==> src/include/pmc_map.svh <==
// register bit positions, reset values and timing counts of the power mode controller
`ifndef PMC_MAP_SVH
`define PMC_MAP_SVH

// ----------------------------------------------------------------
// processor power control bits
// ----------------------------------------------------------------
`define PMC_PCTL_IDLE_BIT    0
`define PMC_PCTL_STOP_BIT    1

// ----------------------------------------------------------------
// power unit config fields
// ----------------------------------------------------------------
`define PMC_CFG_SLEEP_BIT    7
`define PMC_CFG_SUSPEND_BIT  6
`define PMC_CFG_CLEAR_BIT    5
`define PMC_CFG_RSTWK_BIT    4
`define PMC_CFG_RTCFWK_BIT   3
`define PMC_CFG_RTCAWK_BIT   2
`define PMC_CFG_PMATWK_BIT   1
`define PMC_CFG_CPT0WK_BIT   0
`define PMC_CFG_RESET        8'h00
`define PMC_WAKE_EN_RESET    4'h0

// ----------------------------------------------------------------
// reset vector and timing
// ----------------------------------------------------------------
`define PMC_RESET_VECTOR     16'h0000
`define PMC_FLAG_BLANK_CYC   2
`define PMC_CLK_PERIOD_PS    25000
`define PMC_RSTWK_HOLD_NS    15
`define PMC_RSTWK_HOLD_CYC   ((`PMC_RSTWK_HOLD_NS * 1000000 + `PMC_CLK_PERIOD_PS - 1) / `PMC_CLK_PERIOD_PS)
`define PMC_OSC_START_CYC    4

`endif

==> src/include/pmc_pkg.sv <==
// types shared by the power mode controller
package pmc_pkg;

  typedef enum logic [2:0] {
    PMC_ST_NORMAL,
    PMC_ST_IDLE,
    PMC_ST_STOP,
    PMC_ST_SUSPEND,
    PMC_ST_SLEEP,
    PMC_ST_OSC_START
  } pmc_state_t;

  typedef enum logic [2:0] {
    PMC_MODE_NORMAL,
    PMC_MODE_IDLE,
    PMC_MODE_STOP,
    PMC_MODE_SUSPEND,
    PMC_MODE_SLEEP
  } pmc_mode_t;

endpackage

==> src/verilog/pmc_power_ctrl.sv <==
// power mode controller: mode sequencing, clock and oscillator gating, wake-up handling
//
// Operation
// - five modes: normal, idle, stop, suspend, sleep, entered and left here
// - idle entered only after the instruction setting it finishes
// - idle keeps registers, memory and peripheral clocks alive
// - enabled interrupt in idle clears idle bit and resumes cpu
// - reset in idle runs reset sequence from address zero
// - watchdog keeps counting in idle and may end it by reset
// - stop halts cpu and precision oscillator after instruction ends
// - only a reset leaves stop, restarting at address zero
// - enabled missing clock detector reset ends stop; disable for long stops
// - suspend gates system clock and disables internal oscillators
// - suspend stops all digital logic until an enabled wake source
// - suspend wake sources individually enabled: rtc fail, alarm, match, comparator
// - wake flags read zero for two clocks after suspend wake; here they read zero for three
// - short reset pin glitch still ends suspend
// - config read shows whether last wake came from reset pin
// - sleep cuts core power, keeps rtc oscillator, comparator needs two-cell
// - writing one to sleep bit enters sleep; bit is write-only
// - entry refused while an enabled wake flag is set
`timescale 1ns/10ps
`include "pmc_map.svh"
module pmc_power_ctrl
  import pmc_pkg::*;
#(
  parameter int OSC_START_CYC = `PMC_OSC_START_CYC,
  parameter int RSTWK_HOLD    = `PMC_RSTWK_HOLD_CYC
) (
  input  wire logic        ref_clk,
  input  wire logic        rst_n,
  input  wire logic        instr_done,
  input  wire logic        pctl_wr,
  input  wire logic  [7:0] pctl_wdata,
  input  wire logic        cfg_wr,
  input  wire logic  [7:0] cfg_wdata,
  input  wire logic        irq_pending,
  input  wire logic        sys_rst_req,
  input  wire logic        wdt_enable,
  input  wire logic        mcd_enable,
  input  wire logic        prec_osc_cfg,
  input  wire logic        lp_osc_cfg,
  input  wire logic        ext_osc_cfg,
  input  wire logic        sysclk_is_prec,
  input  wire logic        two_cell_mode,
  input  wire logic        rtc_osc_fail,
  input  wire logic        rtc_alarm,
  input  wire logic        port_match,
  input  wire logic        cmp0_out,
  input  wire logic        rst_pin_n,
  output logic       [7:0] pctl_rdata,
  output logic       [7:0] cfg_rdata,
  output pmc_mode_t        power_mode,
  output logic             cpu_clk_en,
  output logic             periph_clk_en,
  output logic             prec_osc_en,
  output logic             lp_osc_en,
  output logic             ext_osc_en,
  output logic             rtc_osc_en,
  output logic             core_pwr_en,
  output logic             wdt_run,
  output logic             mcd_run,
  output logic             cpu_rst_pulse,
  output logic      [15:0] reset_vector,
  output logic             resume_pulse,
  output logic             entry_refused,
  output logic             pin_wake_hold
);
  // ----------------------------------------------------------------
  // state
  // ----------------------------------------------------------------
  pmc_state_t  state_reg;
  pmc_state_t  state_next;
  logic        idle_sel_reg;
  logic        stop_sel_reg;
  logic [3:0]  wake_en_reg;
  logic        osc_was_prec_reg;
  logic [7:0]  osc_cnt_reg;
  logic        cpu_rst_reg;
  logic        resume_reg;
  logic        refused_reg;
  logic [7:0]  cfg_rdata_reg;
  logic [4:0]  flags;
  logic        flags_blank;
  logic        wake_done;
  logic        pin_wake_done;
  logic        low_req;
  logic        low_blocked;
  logic        wake_hit;
  logic [4:0]  en_mask;

  // ----------------------------------------------------------------
  // helpers
  // ----------------------------------------------------------------
  // mask of flags that may end suspend or sleep; pin wake always armed
  function automatic logic [4:0] wake_mask(input logic [3:0] en,
                                           input logic       sleeping,
                                           input logic       two_cell);
    logic [4:0] m;
    m = {1'b1, en};
    if (sleeping && !two_cell) begin
      m[`PMC_CFG_CPT0WK_BIT] = 1'b0;
    end
    return m;
  endfunction

  function automatic logic is_low(input pmc_state_t s);
    return (s == PMC_ST_SUSPEND) || (s == PMC_ST_SLEEP);
  endfunction

  // ----------------------------------------------------------------
  // always-on flags and timers
  // ----------------------------------------------------------------
  pmc_wake_flags u_flags (
    .ref_clk      (ref_clk),
    .rst_n        (rst_n),
    .rtc_osc_fail (rtc_osc_fail),
    .rtc_alarm    (rtc_alarm),
    .port_match   (port_match),
    .cmp0_out     (cmp0_out),
    .rst_pin_n    (rst_pin_n),
    .flag_clear   (cfg_wr & cfg_wdata[`PMC_CFG_CLEAR_BIT]),
    .flags_reg    (flags)
  );

  assign wake_done = (state_reg == PMC_ST_OSC_START) && (osc_cnt_reg == 8'h00);

  pmc_hold_timer #(
    .CYCLES (`PMC_FLAG_BLANK_CYC),
    .W      (2)
  ) u_blank (
    .ref_clk (ref_clk),
    .rst_n   (rst_n),
    .start   (wake_done),
    .busy    (flags_blank)
  );

  assign pin_wake_done = wake_done & flags[`PMC_CFG_RSTWK_BIT];

  pmc_hold_timer #(
    .CYCLES (RSTWK_HOLD),
    .W      (12)
  ) u_pin_hold (
    .ref_clk (ref_clk),
    .rst_n   (rst_n),
    .start   (pin_wake_done),
    .busy    (pin_wake_hold)
  );

  // ----------------------------------------------------------------
  // low power requests
  // ----------------------------------------------------------------
  // sleep or suspend bit written
  assign low_req = cfg_wr && (state_reg == PMC_ST_NORMAL) &&
                   (cfg_wdata[`PMC_CFG_SLEEP_BIT] | cfg_wdata[`PMC_CFG_SUSPEND_BIT]);

  // refuse while an enabled flag stands
  assign low_blocked = |(flags & wake_mask(cfg_wdata[3:0],
                                           cfg_wdata[`PMC_CFG_SLEEP_BIT],
                                           two_cell_mode));

  assign en_mask  = wake_mask(wake_en_reg, state_reg == PMC_ST_SLEEP, two_cell_mode);
  assign wake_hit = |(flags & en_mask);

  // ----------------------------------------------------------------
  // mode sequencer
  // ----------------------------------------------------------------
  always_comb begin
    state_next = state_reg;
    unique case (state_reg)
      PMC_ST_NORMAL: begin
        if (instr_done && idle_sel_reg) begin
          state_next = PMC_ST_IDLE;
        end else if (instr_done && stop_sel_reg) begin
          state_next = PMC_ST_STOP;
        end else if (low_req && !low_blocked) begin
          state_next = cfg_wdata[`PMC_CFG_SLEEP_BIT] ? PMC_ST_SLEEP : PMC_ST_SUSPEND;
        end
      end
      PMC_ST_IDLE: begin
        if (irq_pending) begin
          state_next = PMC_ST_NORMAL;
        end
      end
      PMC_ST_STOP: begin
        state_next = PMC_ST_STOP;
      end
      PMC_ST_SUSPEND, PMC_ST_SLEEP: begin
        if (wake_hit) begin
          state_next = PMC_ST_OSC_START;
        end
      end
      PMC_ST_OSC_START: begin
        if (osc_cnt_reg == 8'h00) begin
          state_next = PMC_ST_NORMAL;
        end
      end
      default: begin
        state_next = PMC_ST_NORMAL;
      end
    endcase
    if (sys_rst_req) begin
      state_next = PMC_ST_NORMAL;
    end
  end

  always_ff @(posedge ref_clk or negedge rst_n) begin
    if (!rst_n) begin
      state_reg <= PMC_ST_NORMAL;
    end else begin
      state_reg <= state_next;
    end
  end

  // ----------------------------------------------------------------
  // processor power control select bits
  // ----------------------------------------------------------------
  always_ff @(posedge ref_clk or negedge rst_n) begin
    if (!rst_n) begin
      idle_sel_reg <= 1'b0;
      stop_sel_reg <= 1'b0;
    end else if (sys_rst_req) begin
      idle_sel_reg <= 1'b0;
      stop_sel_reg <= 1'b0;
    end else if (pctl_wr) begin
      idle_sel_reg <= pctl_wdata[`PMC_PCTL_IDLE_BIT];
      stop_sel_reg <= pctl_wdata[`PMC_PCTL_STOP_BIT];
    end else if (state_reg == PMC_ST_IDLE && irq_pending) begin
      idle_sel_reg <= 1'b0;
    end
  end

  // ----------------------------------------------------------------
  // wake enables and oscillator memory
  // ----------------------------------------------------------------
  // enables drop after every wake so each entry must rewrite them
  always_ff @(posedge ref_clk or negedge rst_n) begin
    if (!rst_n) begin
      wake_en_reg <= `PMC_WAKE_EN_RESET;
    end else if (cfg_wr) begin
      // enables taken from the entry write
      wake_en_reg <= cfg_wdata[3:0];
    end else if (wake_done || sys_rst_req) begin
      wake_en_reg <= `PMC_WAKE_EN_RESET;
    end
  end

  always_ff @(posedge ref_clk or negedge rst_n) begin
    if (!rst_n) begin
      osc_was_prec_reg <= 1'b0;
    end else if (low_req && !low_blocked) begin
      osc_was_prec_reg <= sysclk_is_prec;
    end
  end

  always_ff @(posedge ref_clk or negedge rst_n) begin
    if (!rst_n) begin
      osc_cnt_reg <= 8'h00;
    end else if (is_low(state_reg) && wake_hit) begin
      osc_cnt_reg <= 8'(OSC_START_CYC);
    end else if (osc_cnt_reg != 8'h00) begin
      osc_cnt_reg <= osc_cnt_reg - 8'h01;
    end
  end

  // ----------------------------------------------------------------
  // event pulses
  // ----------------------------------------------------------------
  always_ff @(posedge ref_clk or negedge rst_n) begin
    if (!rst_n) begin
      cpu_rst_reg <= 1'b0;
      resume_reg  <= 1'b0;
      refused_reg <= 1'b0;
    end else begin
      // watchdog reset arrives on the reset request
      cpu_rst_reg <= sys_rst_req;
      resume_reg  <= !sys_rst_req &&
                     (wake_done || (state_reg == PMC_ST_IDLE && irq_pending));
      refused_reg <= low_req && low_blocked;
    end
  end

  // ----------------------------------------------------------------
  // read data
  // ----------------------------------------------------------------
  // pin wake flag readable
  always_ff @(posedge ref_clk or negedge rst_n) begin
    if (!rst_n) begin
      cfg_rdata_reg <= `PMC_CFG_RESET;
    end else if (flags_blank || wake_done) begin
      cfg_rdata_reg <= 8'h00;
    end else begin
      cfg_rdata_reg <= {3'b000, flags};
    end
  end

  assign cfg_rdata  = cfg_rdata_reg;
  assign pctl_rdata = {6'b000000, stop_sel_reg, idle_sel_reg};

  // ----------------------------------------------------------------
  // clock, oscillator and power gating
  // ----------------------------------------------------------------
  always_comb begin
    cpu_clk_en    = 1'b1;
    periph_clk_en = 1'b1;
    prec_osc_en   = prec_osc_cfg;
    lp_osc_en     = lp_osc_cfg;
    ext_osc_en    = ext_osc_cfg;
    core_pwr_en   = 1'b1;
    power_mode    = PMC_MODE_NORMAL;
    unique case (state_reg)
      PMC_ST_NORMAL: begin
        power_mode = PMC_MODE_NORMAL;
      end
      PMC_ST_IDLE: begin
        cpu_clk_en = 1'b0;
        power_mode = PMC_MODE_IDLE;
      end
      PMC_ST_STOP: begin
        cpu_clk_en    = 1'b0;
        periph_clk_en = 1'b0;
        prec_osc_en   = 1'b0;
        power_mode    = PMC_MODE_STOP;
      end
      PMC_ST_SUSPEND: begin
        cpu_clk_en    = 1'b0;
        periph_clk_en = 1'b0;
        prec_osc_en   = 1'b0;
        lp_osc_en     = 1'b0;
        power_mode    = PMC_MODE_SUSPEND;
      end
      PMC_ST_SLEEP: begin
        cpu_clk_en    = 1'b0;
        periph_clk_en = 1'b0;
        prec_osc_en   = 1'b0;
        lp_osc_en     = 1'b0;
        ext_osc_en    = 1'b0;
        core_pwr_en   = 1'b0;
        power_mode    = PMC_MODE_SLEEP;
      end
      PMC_ST_OSC_START: begin
        cpu_clk_en    = 1'b0;
        periph_clk_en = 1'b0;
        prec_osc_en   = osc_was_prec_reg;
        lp_osc_en     = !osc_was_prec_reg;
        power_mode    = PMC_MODE_NORMAL;
      end
    endcase
  end

  assign rtc_osc_en    = 1'b1;
  assign wdt_run       = wdt_enable && (state_reg == PMC_ST_NORMAL || state_reg == PMC_ST_IDLE);
  assign mcd_run       = mcd_enable && !is_low(state_reg) && (state_reg != PMC_ST_OSC_START);
  assign cpu_rst_pulse = cpu_rst_reg;
  assign reset_vector  = `PMC_RESET_VECTOR;
  assign resume_pulse  = resume_reg;
  assign entry_refused = refused_reg;
endmodule

==> src/verilog/pmc_hold_timer.sv <==
// retriggerable down-counter that stands busy for a fixed number of cycles
`timescale 1ns/10ps
module pmc_hold_timer #(
  parameter int CYCLES = 2,
  parameter int W      = 12
) (
  input  wire logic ref_clk,
  input  wire logic rst_n,
  input  wire logic start,
  output logic      busy
);
  logic [W-1:0] cnt_reg;

  always_ff @(posedge ref_clk or negedge rst_n) begin
    if (!rst_n) begin
      cnt_reg <= '0;
    end else if (start) begin
      cnt_reg <= W'(CYCLES);
    end else if (cnt_reg != '0) begin
      cnt_reg <= cnt_reg - W'(1);
    end
  end

  assign busy = (cnt_reg != '0);
endmodule

==> src/verilog/pmc_wake_flags.sv <==
// always-on wake-up flag latches with edge detection on comparator and reset pin
`timescale 1ns/10ps
module pmc_wake_flags (
  input  wire logic       ref_clk,
  input  wire logic       rst_n,
  input  wire logic       rtc_osc_fail,
  input  wire logic       rtc_alarm,
  input  wire logic       port_match,
  input  wire logic       cmp0_out,
  input  wire logic       rst_pin_n,
  input  wire logic       flag_clear,
  output logic      [4:0] flags_reg
);
  `include "pmc_map.svh"

  logic       cmp0_prev_reg;
  logic       pin_prev_reg;
  logic [4:0] event_vec;

  always_ff @(posedge ref_clk or negedge rst_n) begin
    if (!rst_n) begin
      cmp0_prev_reg <= 1'b0;
      pin_prev_reg  <= 1'b1;
    end else begin
      cmp0_prev_reg <= cmp0_out;
      pin_prev_reg  <= rst_pin_n;
    end
  end

  // a short low pulse on the pin still counts: any falling edge
  always_comb begin
    event_vec                      = '0;
    event_vec[`PMC_CFG_RSTWK_BIT]  = pin_prev_reg & ~rst_pin_n;
    event_vec[`PMC_CFG_RTCFWK_BIT] = rtc_osc_fail;
    event_vec[`PMC_CFG_RTCAWK_BIT] = rtc_alarm;
    event_vec[`PMC_CFG_PMATWK_BIT] = port_match;
    event_vec[`PMC_CFG_CPT0WK_BIT] = cmp0_out & ~cmp0_prev_reg;
  end

  // always-on sticky flags
  // set beats clear so an event in the clearing cycle survives
  always_ff @(posedge ref_clk or negedge rst_n) begin
    if (!rst_n) begin
      flags_reg <= 5'h00;
    end else begin
      flags_reg <= (flag_clear ? 5'h00 : flags_reg) | event_vec;
    end
  end
endmodule

==> config.mk <==
export PLATFORM = sky130hd
export DESIGN_NAME = pmc_power_ctrl
export DESIGN_NICKNAME = d
export VERILOG_FILES = /design/src/include/pmc_pkg.sv /design/src/verilog/pmc_power_ctrl.sv /design/src/verilog/pmc_hold_timer.sv /design/src/verilog/pmc_wake_flags.sv
export VERILOG_INCLUDE_DIRS = /design/src /design/src/include
export SDC_FILE = /design/constraint.sdc
export NUM_CORES = 1
export LEC_CHECK = 0
export ABC_CLOCK_PERIOD_IN_PS = 2700
export BUFFER_PORTS_ARGS = -buffer_cell sky130_fd_sc_hd__buf_2
export CAP_MARGIN = 20
export CORE_ASPECT_RATIO = 1.75
export CORE_UTILIZATION = 40
export CTS_BUF_LIST = sky130_fd_sc_hd__clkbuf_16
export DETAILED_ROUTE_END_ITERATION = 12
export PLACE_DENSITY = 0.65
export RECOVER_POWER = 50
export SYNTH_ARGS = -nofsm -noshare
export SYNTH_HDL_FRONTEND = slang
export SYNTH_SLANG_ARGS = --single-unit
==> constraint.sdc <==
create_clock -name ref_clk -period 2.7 [get_ports ref_clk]
set_input_delay 0.27 -clock ref_clk [delete_from_list [all_inputs] [get_ports ref_clk]]
set_output_delay 0.27 -clock ref_clk [all_outputs]
set_load 0.01 [all_outputs]
==> results.env, run 1 <==
OUTCOME='completed'
COUNT_OF_ROUTING_VIOLATIONS_AFTER_THE_OPENING_DETAILED_ROUTE_ITERATION=61
SYNTH_AREA_LEADER_CELL='dfrtp_1'
IO_PINS=83
CRITPATHKIND='flip-flop to flip-flop'
FMAX_GHz=0.4455
ASYNC_RESET_FF_SHARE_PCT=100.0
HTREE_NUM_LEVELS=2
GRT_PASS1_WL_UM=8514
GRT_ANTENNA_BEFORE_REPAIR=0
AREA_GROW_SYN2LAYOUT_PCT=13.44
POSTSYNTHAREAPERCELL_UM2=8.930
FILL_CELLS=650
RANKING_OF_SYNTHESIZED_CELLS_BY_INSTANCE_COUNT='dfrtp_1, nand2_1, nor2_1'
CRIT_PATH_START_KIND='flip-flop'
TOTAL_LEAKAGE_POWER_nW=1.461
NUM_VIAS=2099
SYNTH_AREA_LEADERS='dfrtp_1, buf_4, nand2_1, nor2_1, a21oi_1'
GRT.OVERFLOW.TOTAL=0
CTS_TREE='yes'
ANTENNA_CELLS=0
LAYOUT.CELLS.NON_FILLER=421
PERIOD_MINUS_SLACK_NS=2.245
DRIVE_ABOVE_1_SHARE_PCT=17.89
PLACED_CELLS=411
FIRSTDRTPASSITERS=4
SYNTH-SEQ-CELLS=47
EDFF_COUNT_SYNTH=0
SYNTH.DISTINCT_CELLS=48
WORSTMARGINPINSLEW_NS=1.024
GRT_SETUP_UNREPAIRED='no'
GRT_PASS1_VIAS=1846
REGISTER_CLOCK_PIN_SLEW_ON_THE_REPORTED_WORST_SETUP_AND_HOLD_PATHS_NS=0.06
ROW_CNT=38
FIN_NETS=379
PIN_COUNT_OF_THE_BIGGEST_NET_ENTERING_GLOBAL_ROUTING=48
DP_HPWL_UM=4231
TIMING.HOLD.WORST.CLASS='input port to flip-flop'
MAXCAPVIOLATIONS=0
SYNTHFLOPTYPE='dfrtp_1'
POST_DRT_VIA_CELL_RATIO=4.986
POWER_PER_CELL_AREA_nW_PER_UM2=1032
ROOT_BUFFER='clkbuf_16'
CLK_LATENCY_NS=0.29
FLOORPLAN.INITIALDENSITY_PCT=41.86
DIE_WIDTH_UM=63.03
SYN-INSTANCE-COUNT=292
POSTCTSRESIZEDCELLS=0
CRIT_REQUIRED_NS=2.87
CLOCK_SINK_COUNT=47
WORST_CLOCK_SKEW_NS=0.004714
SYNTH.MOST_COMMON_CELL='dfrtp_1'
DIE_Y_UM=108.8
ROUTE.DETAILED.WL_PER_INST_UM=13.02
CRITPATHARRIVALTIME_NS=2.41
MULTI_INPUT_AREA_UM2=1214
NETLIST_AREA_UM2=2608
SETUP_FAILING_EPS_FINAL=0
PORTBUFFERS=49
SYNTH_TOP_AREA_SHARE_PCT=44.15
IR_DROP_mV=0.6384
TRACK_USAGE_PCT=16.30
ROUTED_WIRELENGTH_UM=5481
REPORT.FINAL.SLEW_VIOL_COUNT=0
DESIGN.CORE.AREA_UM2=6228
YS_SEQ_AREA_SHARE_PCT=45.15
CTS_BUFFER_DEPTH=2
ROUTE.ANTENNA.REMAINING_NETS=0
YOSYSWARNINGCOUNT=0
TIMING.SLEW.HEADROOM_PCT=31.70
PERIOD_SHARE_PCT=83.13
PLACE_CONGESTION=0.7973
TIMING.CRITICAL_PATH.TO_TYPE='flip-flop'
TRITONCTS.NUM_BUFFERS=5
CRITICAL_PATH.MAX_FANOUT=8
SEQCELLAREA_UM2=1177
FINAL-HOLD-VIOLATION-COUNT=0
DR_DRC_COUNT=0
SETUP_TOTAL_NEGATIVE_SLACK_NS=0
FP.DIEAREA_UM2=6858
FLIP_FLOP_COUNT_OF_THE_LARGEST_REGISTER_ALL_COPIES_AND_WORDS_ADDED=12
## cells in the final DEF (no fill, tap or decap), types with 6 or more instances in the layout
cell and count:
nand3_1 9, dfrtp_1 46, nor3_1 6, conb_1 26, a21oi_1 16, o21ai_0 13, nand2_1 37, xor2_1 8
inv_1 16, nor2_1 34, buf_2 44
## per-layer routing
layer / track usage [%] / up-vias / wire length (um)
li1: - / 1030 / -
met2: 30.95 / 47 / 3140
met4: 8.472 / 0 / 95
met1: 17.09 / 1015 / 2095
met3: 2.197 / 7 / 149
met5: 0 / - / 0
## layout make-up
type | instances | share of cell area, %
clock buffers | 5 | 4.230
clock inverters | 3 | 0.5499
inverters | 15 | 1.904
multi-input cells | 218 | 41.03
flip-flops and latches | 47 | 39.81
well taps | 80 | 3.384
repair buffers | 53 | 9.095
## stage by stage
step | setup WS, ns | hold WS, ns | util, % | power [mW] | instance area, um2
finish | 0.4554 | 0.07831 | 47.49 | 3.052 | 2958
global route | 0.1668 | 0.08036 | 47.49 | 3.277 | 2958
CTS | 0.4196 | 0.09115 | 47.35 | 3.077 | 2949
detailed placement | 0.4482 | 0.3955 | 45.08 | 2.466 | 2808
global placement | 0.4972 | 0.3895 | 45.08 | 2.437 | 2808
floorplan | 0.6926 | -0.02559 | - | 2.109 | 2698
## critical path, stage by stage, from the launching register on
cell	delay [ns]
dfrtp_1	0.37
inv_1	0.11
ha_1	0.21
nor3b_1	0.28
nand2_1	0.15
nor4b_1	0.51
and2_1	0.40
nor2_1	0.09
## where the power goes
| part | switching (mW) | internal [mW] | total, mW |
|---|---|---|---|
| Sequential | 0.253 | 0.951 | 1.20 |
| Combinational | 0.700 | 0.549 | 1.25 |
| Clock | 0.260 | 0.338 | 0.598 |
## kinds of logic after synthesis
kind of cell,synth area share (%)
mux,1.584
other cells,0.2880
fa+ha+maj,1.919
simple gates,23.46
compound gates,12.14
flops,45.15
xor+xnor,3.695
buf+inv,11.76
## repair_timing
action / 4_1_cts / 5_1_grt
hold endpoints to repair: 0 / 5
buffers inserted: 0 / 0
hold buffers: 0 / 1
## final timing paths
path	from	to	slack, ns	depth (start not counted)
worst max-delay path	osc_cnt_reg[0]	u_pin_hold.cnt_reg[5]	0.46	7
worst min-delay path	rst_pin_n	u_flags.pin_prev_reg	0.08	1
worst max register to register	osc_cnt_reg[0]	u_pin_hold.cnt_reg[5]	0.46	7
worst min register to register	u_flags.cmp0_prev_reg	u_flags.flags_reg[0]	0.42	1
max in group asynchronous	rst_n	osc_cnt_reg[2]	1.05	3
min in group asynchronous	rst_n	osc_cnt_reg[4]	0.37	2
(Power assumes the default switching activity.)
==> run 2, diff against run 1 <==
--- a/config.mk
+++ b/config.mk
@@ -6,14 +6,14 @@
 export SDC_FILE = /design/constraint.sdc
 export NUM_CORES = 1
 export LEC_CHECK = 0
-export ABC_CLOCK_PERIOD_IN_PS = 2700
+export ABC_CLOCK_PERIOD_IN_PS = 1800
 export BUFFER_PORTS_ARGS = -buffer_cell sky130_fd_sc_hd__buf_2
 export CAP_MARGIN = 20
 export CORE_ASPECT_RATIO = 1.75
 export CORE_UTILIZATION = 40
 export CTS_BUF_LIST = sky130_fd_sc_hd__clkbuf_16
 export DETAILED_ROUTE_END_ITERATION = 12
-export PLACE_DENSITY = 0.65
+export PLACE_DENSITY = 0.68
 export RECOVER_POWER = 50
 export SYNTH_ARGS = -nofsm -noshare
 export SYNTH_HDL_FRONTEND = slang
==> constraint.sdc (replaced) <==
create_clock -name ref_clk -period 1.8 [get_ports ref_clk]
set_input_delay 0.18 -clock ref_clk [delete_from_list [all_inputs] [get_ports ref_clk]]
set_output_delay 0.18 -clock ref_clk [all_outputs]
set_load 0.01 [all_outputs]
==> results.env, run 2 (synthesis gave the netlist of run 1 again) <==
SLOWEST_STAGE='or4_4'  # was nor4b_1
DR_DRC_COUNT=0  # unchanged
CTS_TREE='yes'  # unchanged
SETUP_FAILING_EPS_FINAL=33  # was 0
GRT_PASS1_WL_UM=10300  # was 8514 um
REGISTER_CLOCK_PIN_SLEW_ON_THE_REPORTED_WORST_SETUP_AND_HOLD_PATHS_NS=0.06  # about the same
GRT_ANTENNA_BEFORE_REPAIR=0  # unchanged
CTS_BUFFER_DEPTH=2  # unchanged
MOST_COMMON_LIBRARY_CELL_IN_THE_LAYOUT_IGNORING_FILL_AND_TAPS='buf_4'  # was dfrtp_1
COUNT_OF_ROUTING_VIOLATIONS_AFTER_THE_OPENING_DETAILED_ROUTE_ITERATION=87  # was 61
RR_ENDPOINT='osc_cnt_reg[3]'  # was u_pin_hold.cnt_reg[5]
TRACK_USAGE_PCT=19.56  # was 16.30%
TOTAL_LEAKAGE_POWER_nW=1.813  # was 1.461 nW
FLOORPLAN.INITIALDENSITY_PCT=41.86  # unchanged
FLIP_FLOP_COUNT_OF_THE_LARGEST_REGISTER_ALL_COPIES_AND_WORDS_ADDED=12  # unchanged
PIN_COUNT_OF_THE_BIGGEST_NET_ENTERING_GLOBAL_ROUTING=48  # unchanged
SETUP.REG_TO_REG.WORST_SLACK_NS=-0.19  # was 0.46 ns
FIN_NETS=435  # was 379
WORSTMARGINPINSLEW_NS=1.155  # was 1.024 ns
TIMING.HOLD.WORST.CLASS='input port to flip-flop'  # unchanged
ROUTE.ANTENNA.REMAINING_NETS=0  # unchanged
AREA_GROW_SYN2LAYOUT_PCT=40.88  # was 13.44%
CRITPATHARRIVALTIME_NS=1.82  # was 2.41 ns
OUTCOME='finished, violations left'  # was completed
MOST-COMMON-LAYOUT-CELLS='buf_4, buf_2, dfrtp_1'  # was dfrtp_1, buf_2, nand2_1
CRITICAL_PATH.MAX_FANOUT=4  # was 8
IR_DROP_mV=0.9679  # was 0.6384 mV
TIMING.SLEW.HEADROOM_PCT=22.99  # was 31.70%
TRITONCTS.NUM_BUFFERS=5  # unchanged
GRT_SETUP_UNREPAIRED='yes'  # was no
PLACED_CELLS=449  # was 411
ROOT_BUFFER='clkbuf_16'  # unchanged
VIOLATIONS_IN_THE_FINAL_REPORTS='negative setup slack'
CLOCKPOWERSHARE_PCT=15.9  # was 19.6%
TIMING.CRITICAL_PATH.TO='pin_wake_hold'  # was u_pin_hold.cnt_reg[5]
NETSWITCHINGPOWER_mW=2.287  # was 1.213 mW
FP.DIEAREA_UM2=6858  # unchanged
POWER.SHARE.COMBINATIONAL_PCT=54.0  # was 40.9%
NUM_VIAS=2352  # was 2,099
WORSTSETUPSTARTPOINT='u_pin_hold.cnt_reg[9]'  # was osc_cnt_reg[0]
POST_DRT_VIA_CELL_RATIO=4.931  # was 4.986
WORST_HOLD_MARGIN_NS=0.007002  # was 0.07831 ns
MAXCAPVIOLATIONS=0  # unchanged
STARTPOINT_OF_THE_LOWEST_SLACK_REGISTER_TO_REGISTER_PATH='osc_cnt_reg[0]'  # unchanged
SEQ_POWER_SHARE_PCT=30.1  # was 39.5%
REPORT.FINAL.SLEW_VIOL_COUNT=0  # unchanged
WORST_CLOCK_SKEW_NS=0.006300  # was 0.004714 ns
ROUTED_WIRELENGTH_UM=6614  # was 5481 um
SWSHARE_PCT=39.28  # was 39.76%
WORST_SLACK_NS=-0.1977  # was 0.4554 ns
ANTENNA_CELLS=0  # unchanged
ROW_CNT=38  # unchanged
CRITPATHKIND='flip-flop to output pin'  # was flip-flop to flip-flop
IO_PINS=83  # unchanged
PATH_CELLS='or4_4 > or3b_4 > buf_6'  # was inv_1 > ha_1 > nor3b_1 > nand2_1 > nor4b_1 > and2_1 > nor2_1
SETUP_TOTAL_NEGATIVE_SLACK_NS=-3.590  # was 0 ns
TIMING.CRITICAL_PATH.TO_TYPE='output pin'  # was flip-flop
FILL_CELLS=558  # was 650
DP_HPWL_UM=4638  # was 4231 um
FINAL-HOLD-VIOLATION-COUNT=0  # unchanged
GRT_PASS1_VIAS=2285  # was 1,846
CLOCK_SINK_COUNT=47  # unchanged
DESIGN.CORE.AREA_UM2=6228  # unchanged
CRIT_PATH_START_KIND='flip-flop'  # unchanged
PERIOD_MINUS_SLACK_NS=1.998
DRIVE_ABOVE_1_SHARE_PCT=40.55  # was 17.89%
FIRSTDRTPASSITERS=4  # unchanged
CLK_LATENCY_NS=0.29  # about the same
FMAX_GHz=0.5006
PORTBUFFERS=49  # unchanged
WORST_PATH_LARGEST_CELL_DELAY_NS=0.54  # was 0.51 ns
HTREE_NUM_LEVELS=2  # unchanged
PLACE_CONGESTION=0.9012  # was 0.7973
GRT.OVERFLOW.TOTAL=0  # unchanged
DIE_WIDTH_UM=63.03  # unchanged
P_INT_mW=3.535  # was 1.838 mW
ROUTE.DETAILED.WL_PER_INST_UM=13.87  # was 13.02 um
CRIT_REQUIRED_NS=1.62  # was 2.87 ns
PERIOD_SHARE_PCT=111.0
LAYOUT.CELLS.NON_FILLER=477  # was 421
REPORT.POWER.TOTAL_mW=5.821  # was 3.052 mW
R2R_CELLS=8  # was 7
POWER_PER_CELL_AREA_nW_PER_UM2=1585  # was 1032 nW/um2
DIE_Y_UM=108.8  # unchanged
-- run 2: changes by cell type in the layout (fill, tap and decap cells not counted), moves of 4 or more --
cell and change:
o21ai_1 +6, buf_4 +46, nand3_1 -5, and3_1 -5, o21ai_0 -6, and3_4 +5
nor2_1 -5, nor2_2 +4, nand3_2 +4, buf_6 +10
-- run 2: final cells by class --
class | instances | area [um2] | share of cell area, %
repair buffers | 109 | 735.7 | 20.03
flip-flops and latches | 47 | 1179 | 32.08
multi-input cells | 218 | 1453 | 39.54
clock inverters | 3 | 25.02 | 0.6812
well taps | 80 | 100.1 | 2.725
inverters | 15 | 56.30 | 1.533
clock buffers | 5 | 125.1 | 3.406
-- run 2: power by group through the flow --
stage               logic (mW)  clock network, mW  registers, mW
detailed placement        2.50                  0           1.73
global route              3.44              0.994           1.80
finish                    3.15              0.925           1.75
CTS                       2.77              0.956           1.73
floorplan                 1.50                  0           1.72
global placement          2.43                  0           1.71
-- run 2: repair_timing --
item                                    4_1_cts  5_1_grt
setup buffers                                12        7
pin swaps                                    15       22
endpoints found under the hold margin        47        0
resized for setup                            27       30
endpoints found under the setup margin       32       38
hold buffers                                  2        0
-- run 2: layer usage --
layer,share of wire (%),vias to the layer above,track usage [%],wire length [um]
met3,3.5,10,2.929,231
met4,1.8,0,8.970,121
met5,0,-,0,0
li1,-,1150,-,-
met1,37,1126,20.27,2442
met2,58,66,37.79,3818
-- run 2: worst min-delay path by stage --
stage / startpoint / to / slack, ns / depth (start not counted)
finish: cmp0_out / u_flags.cmp0_prev_reg / 0.007 / 1
global route: cmp0_out / u_flags.cmp0_prev_reg / 0.004 / 1
CTS: cmp0_out / u_flags.cmp0_prev_reg / 0.002 / 1
detailed placement: rst_n / u_pin_hold.cnt_reg[4] / 0.19 / 2
global placement: rst_n / u_pin_hold.cnt_reg[4] / 0.19 / 2
floorplan: rst_n / cfg_rdata[0] / -0.12 / 0
-- run 2: worst max-delay path: cells and delay by family, from the launching register on --
family / cells / cell delay, ns
flops: 1 / 0.39
simple gates: 2 / 1.00
buf+inv: 1 / 0.14
-- run 2: per-stage QoR --
step / instance area (um2) / util (%) / setup WS (ns)
6_report: 3674 / 58.98 / -0.1977
5_1_grt: 3674 / 58.98 / -0.2627
4_1_cts: 3527 / 56.63 / -0.1992
3_5_place_dp: 3143 / 50.46 / -0.2241
3_3_place_gp: 3143 / 50.46 / -0.1923
2_1_floorplan: 2735 / - / -0.1442
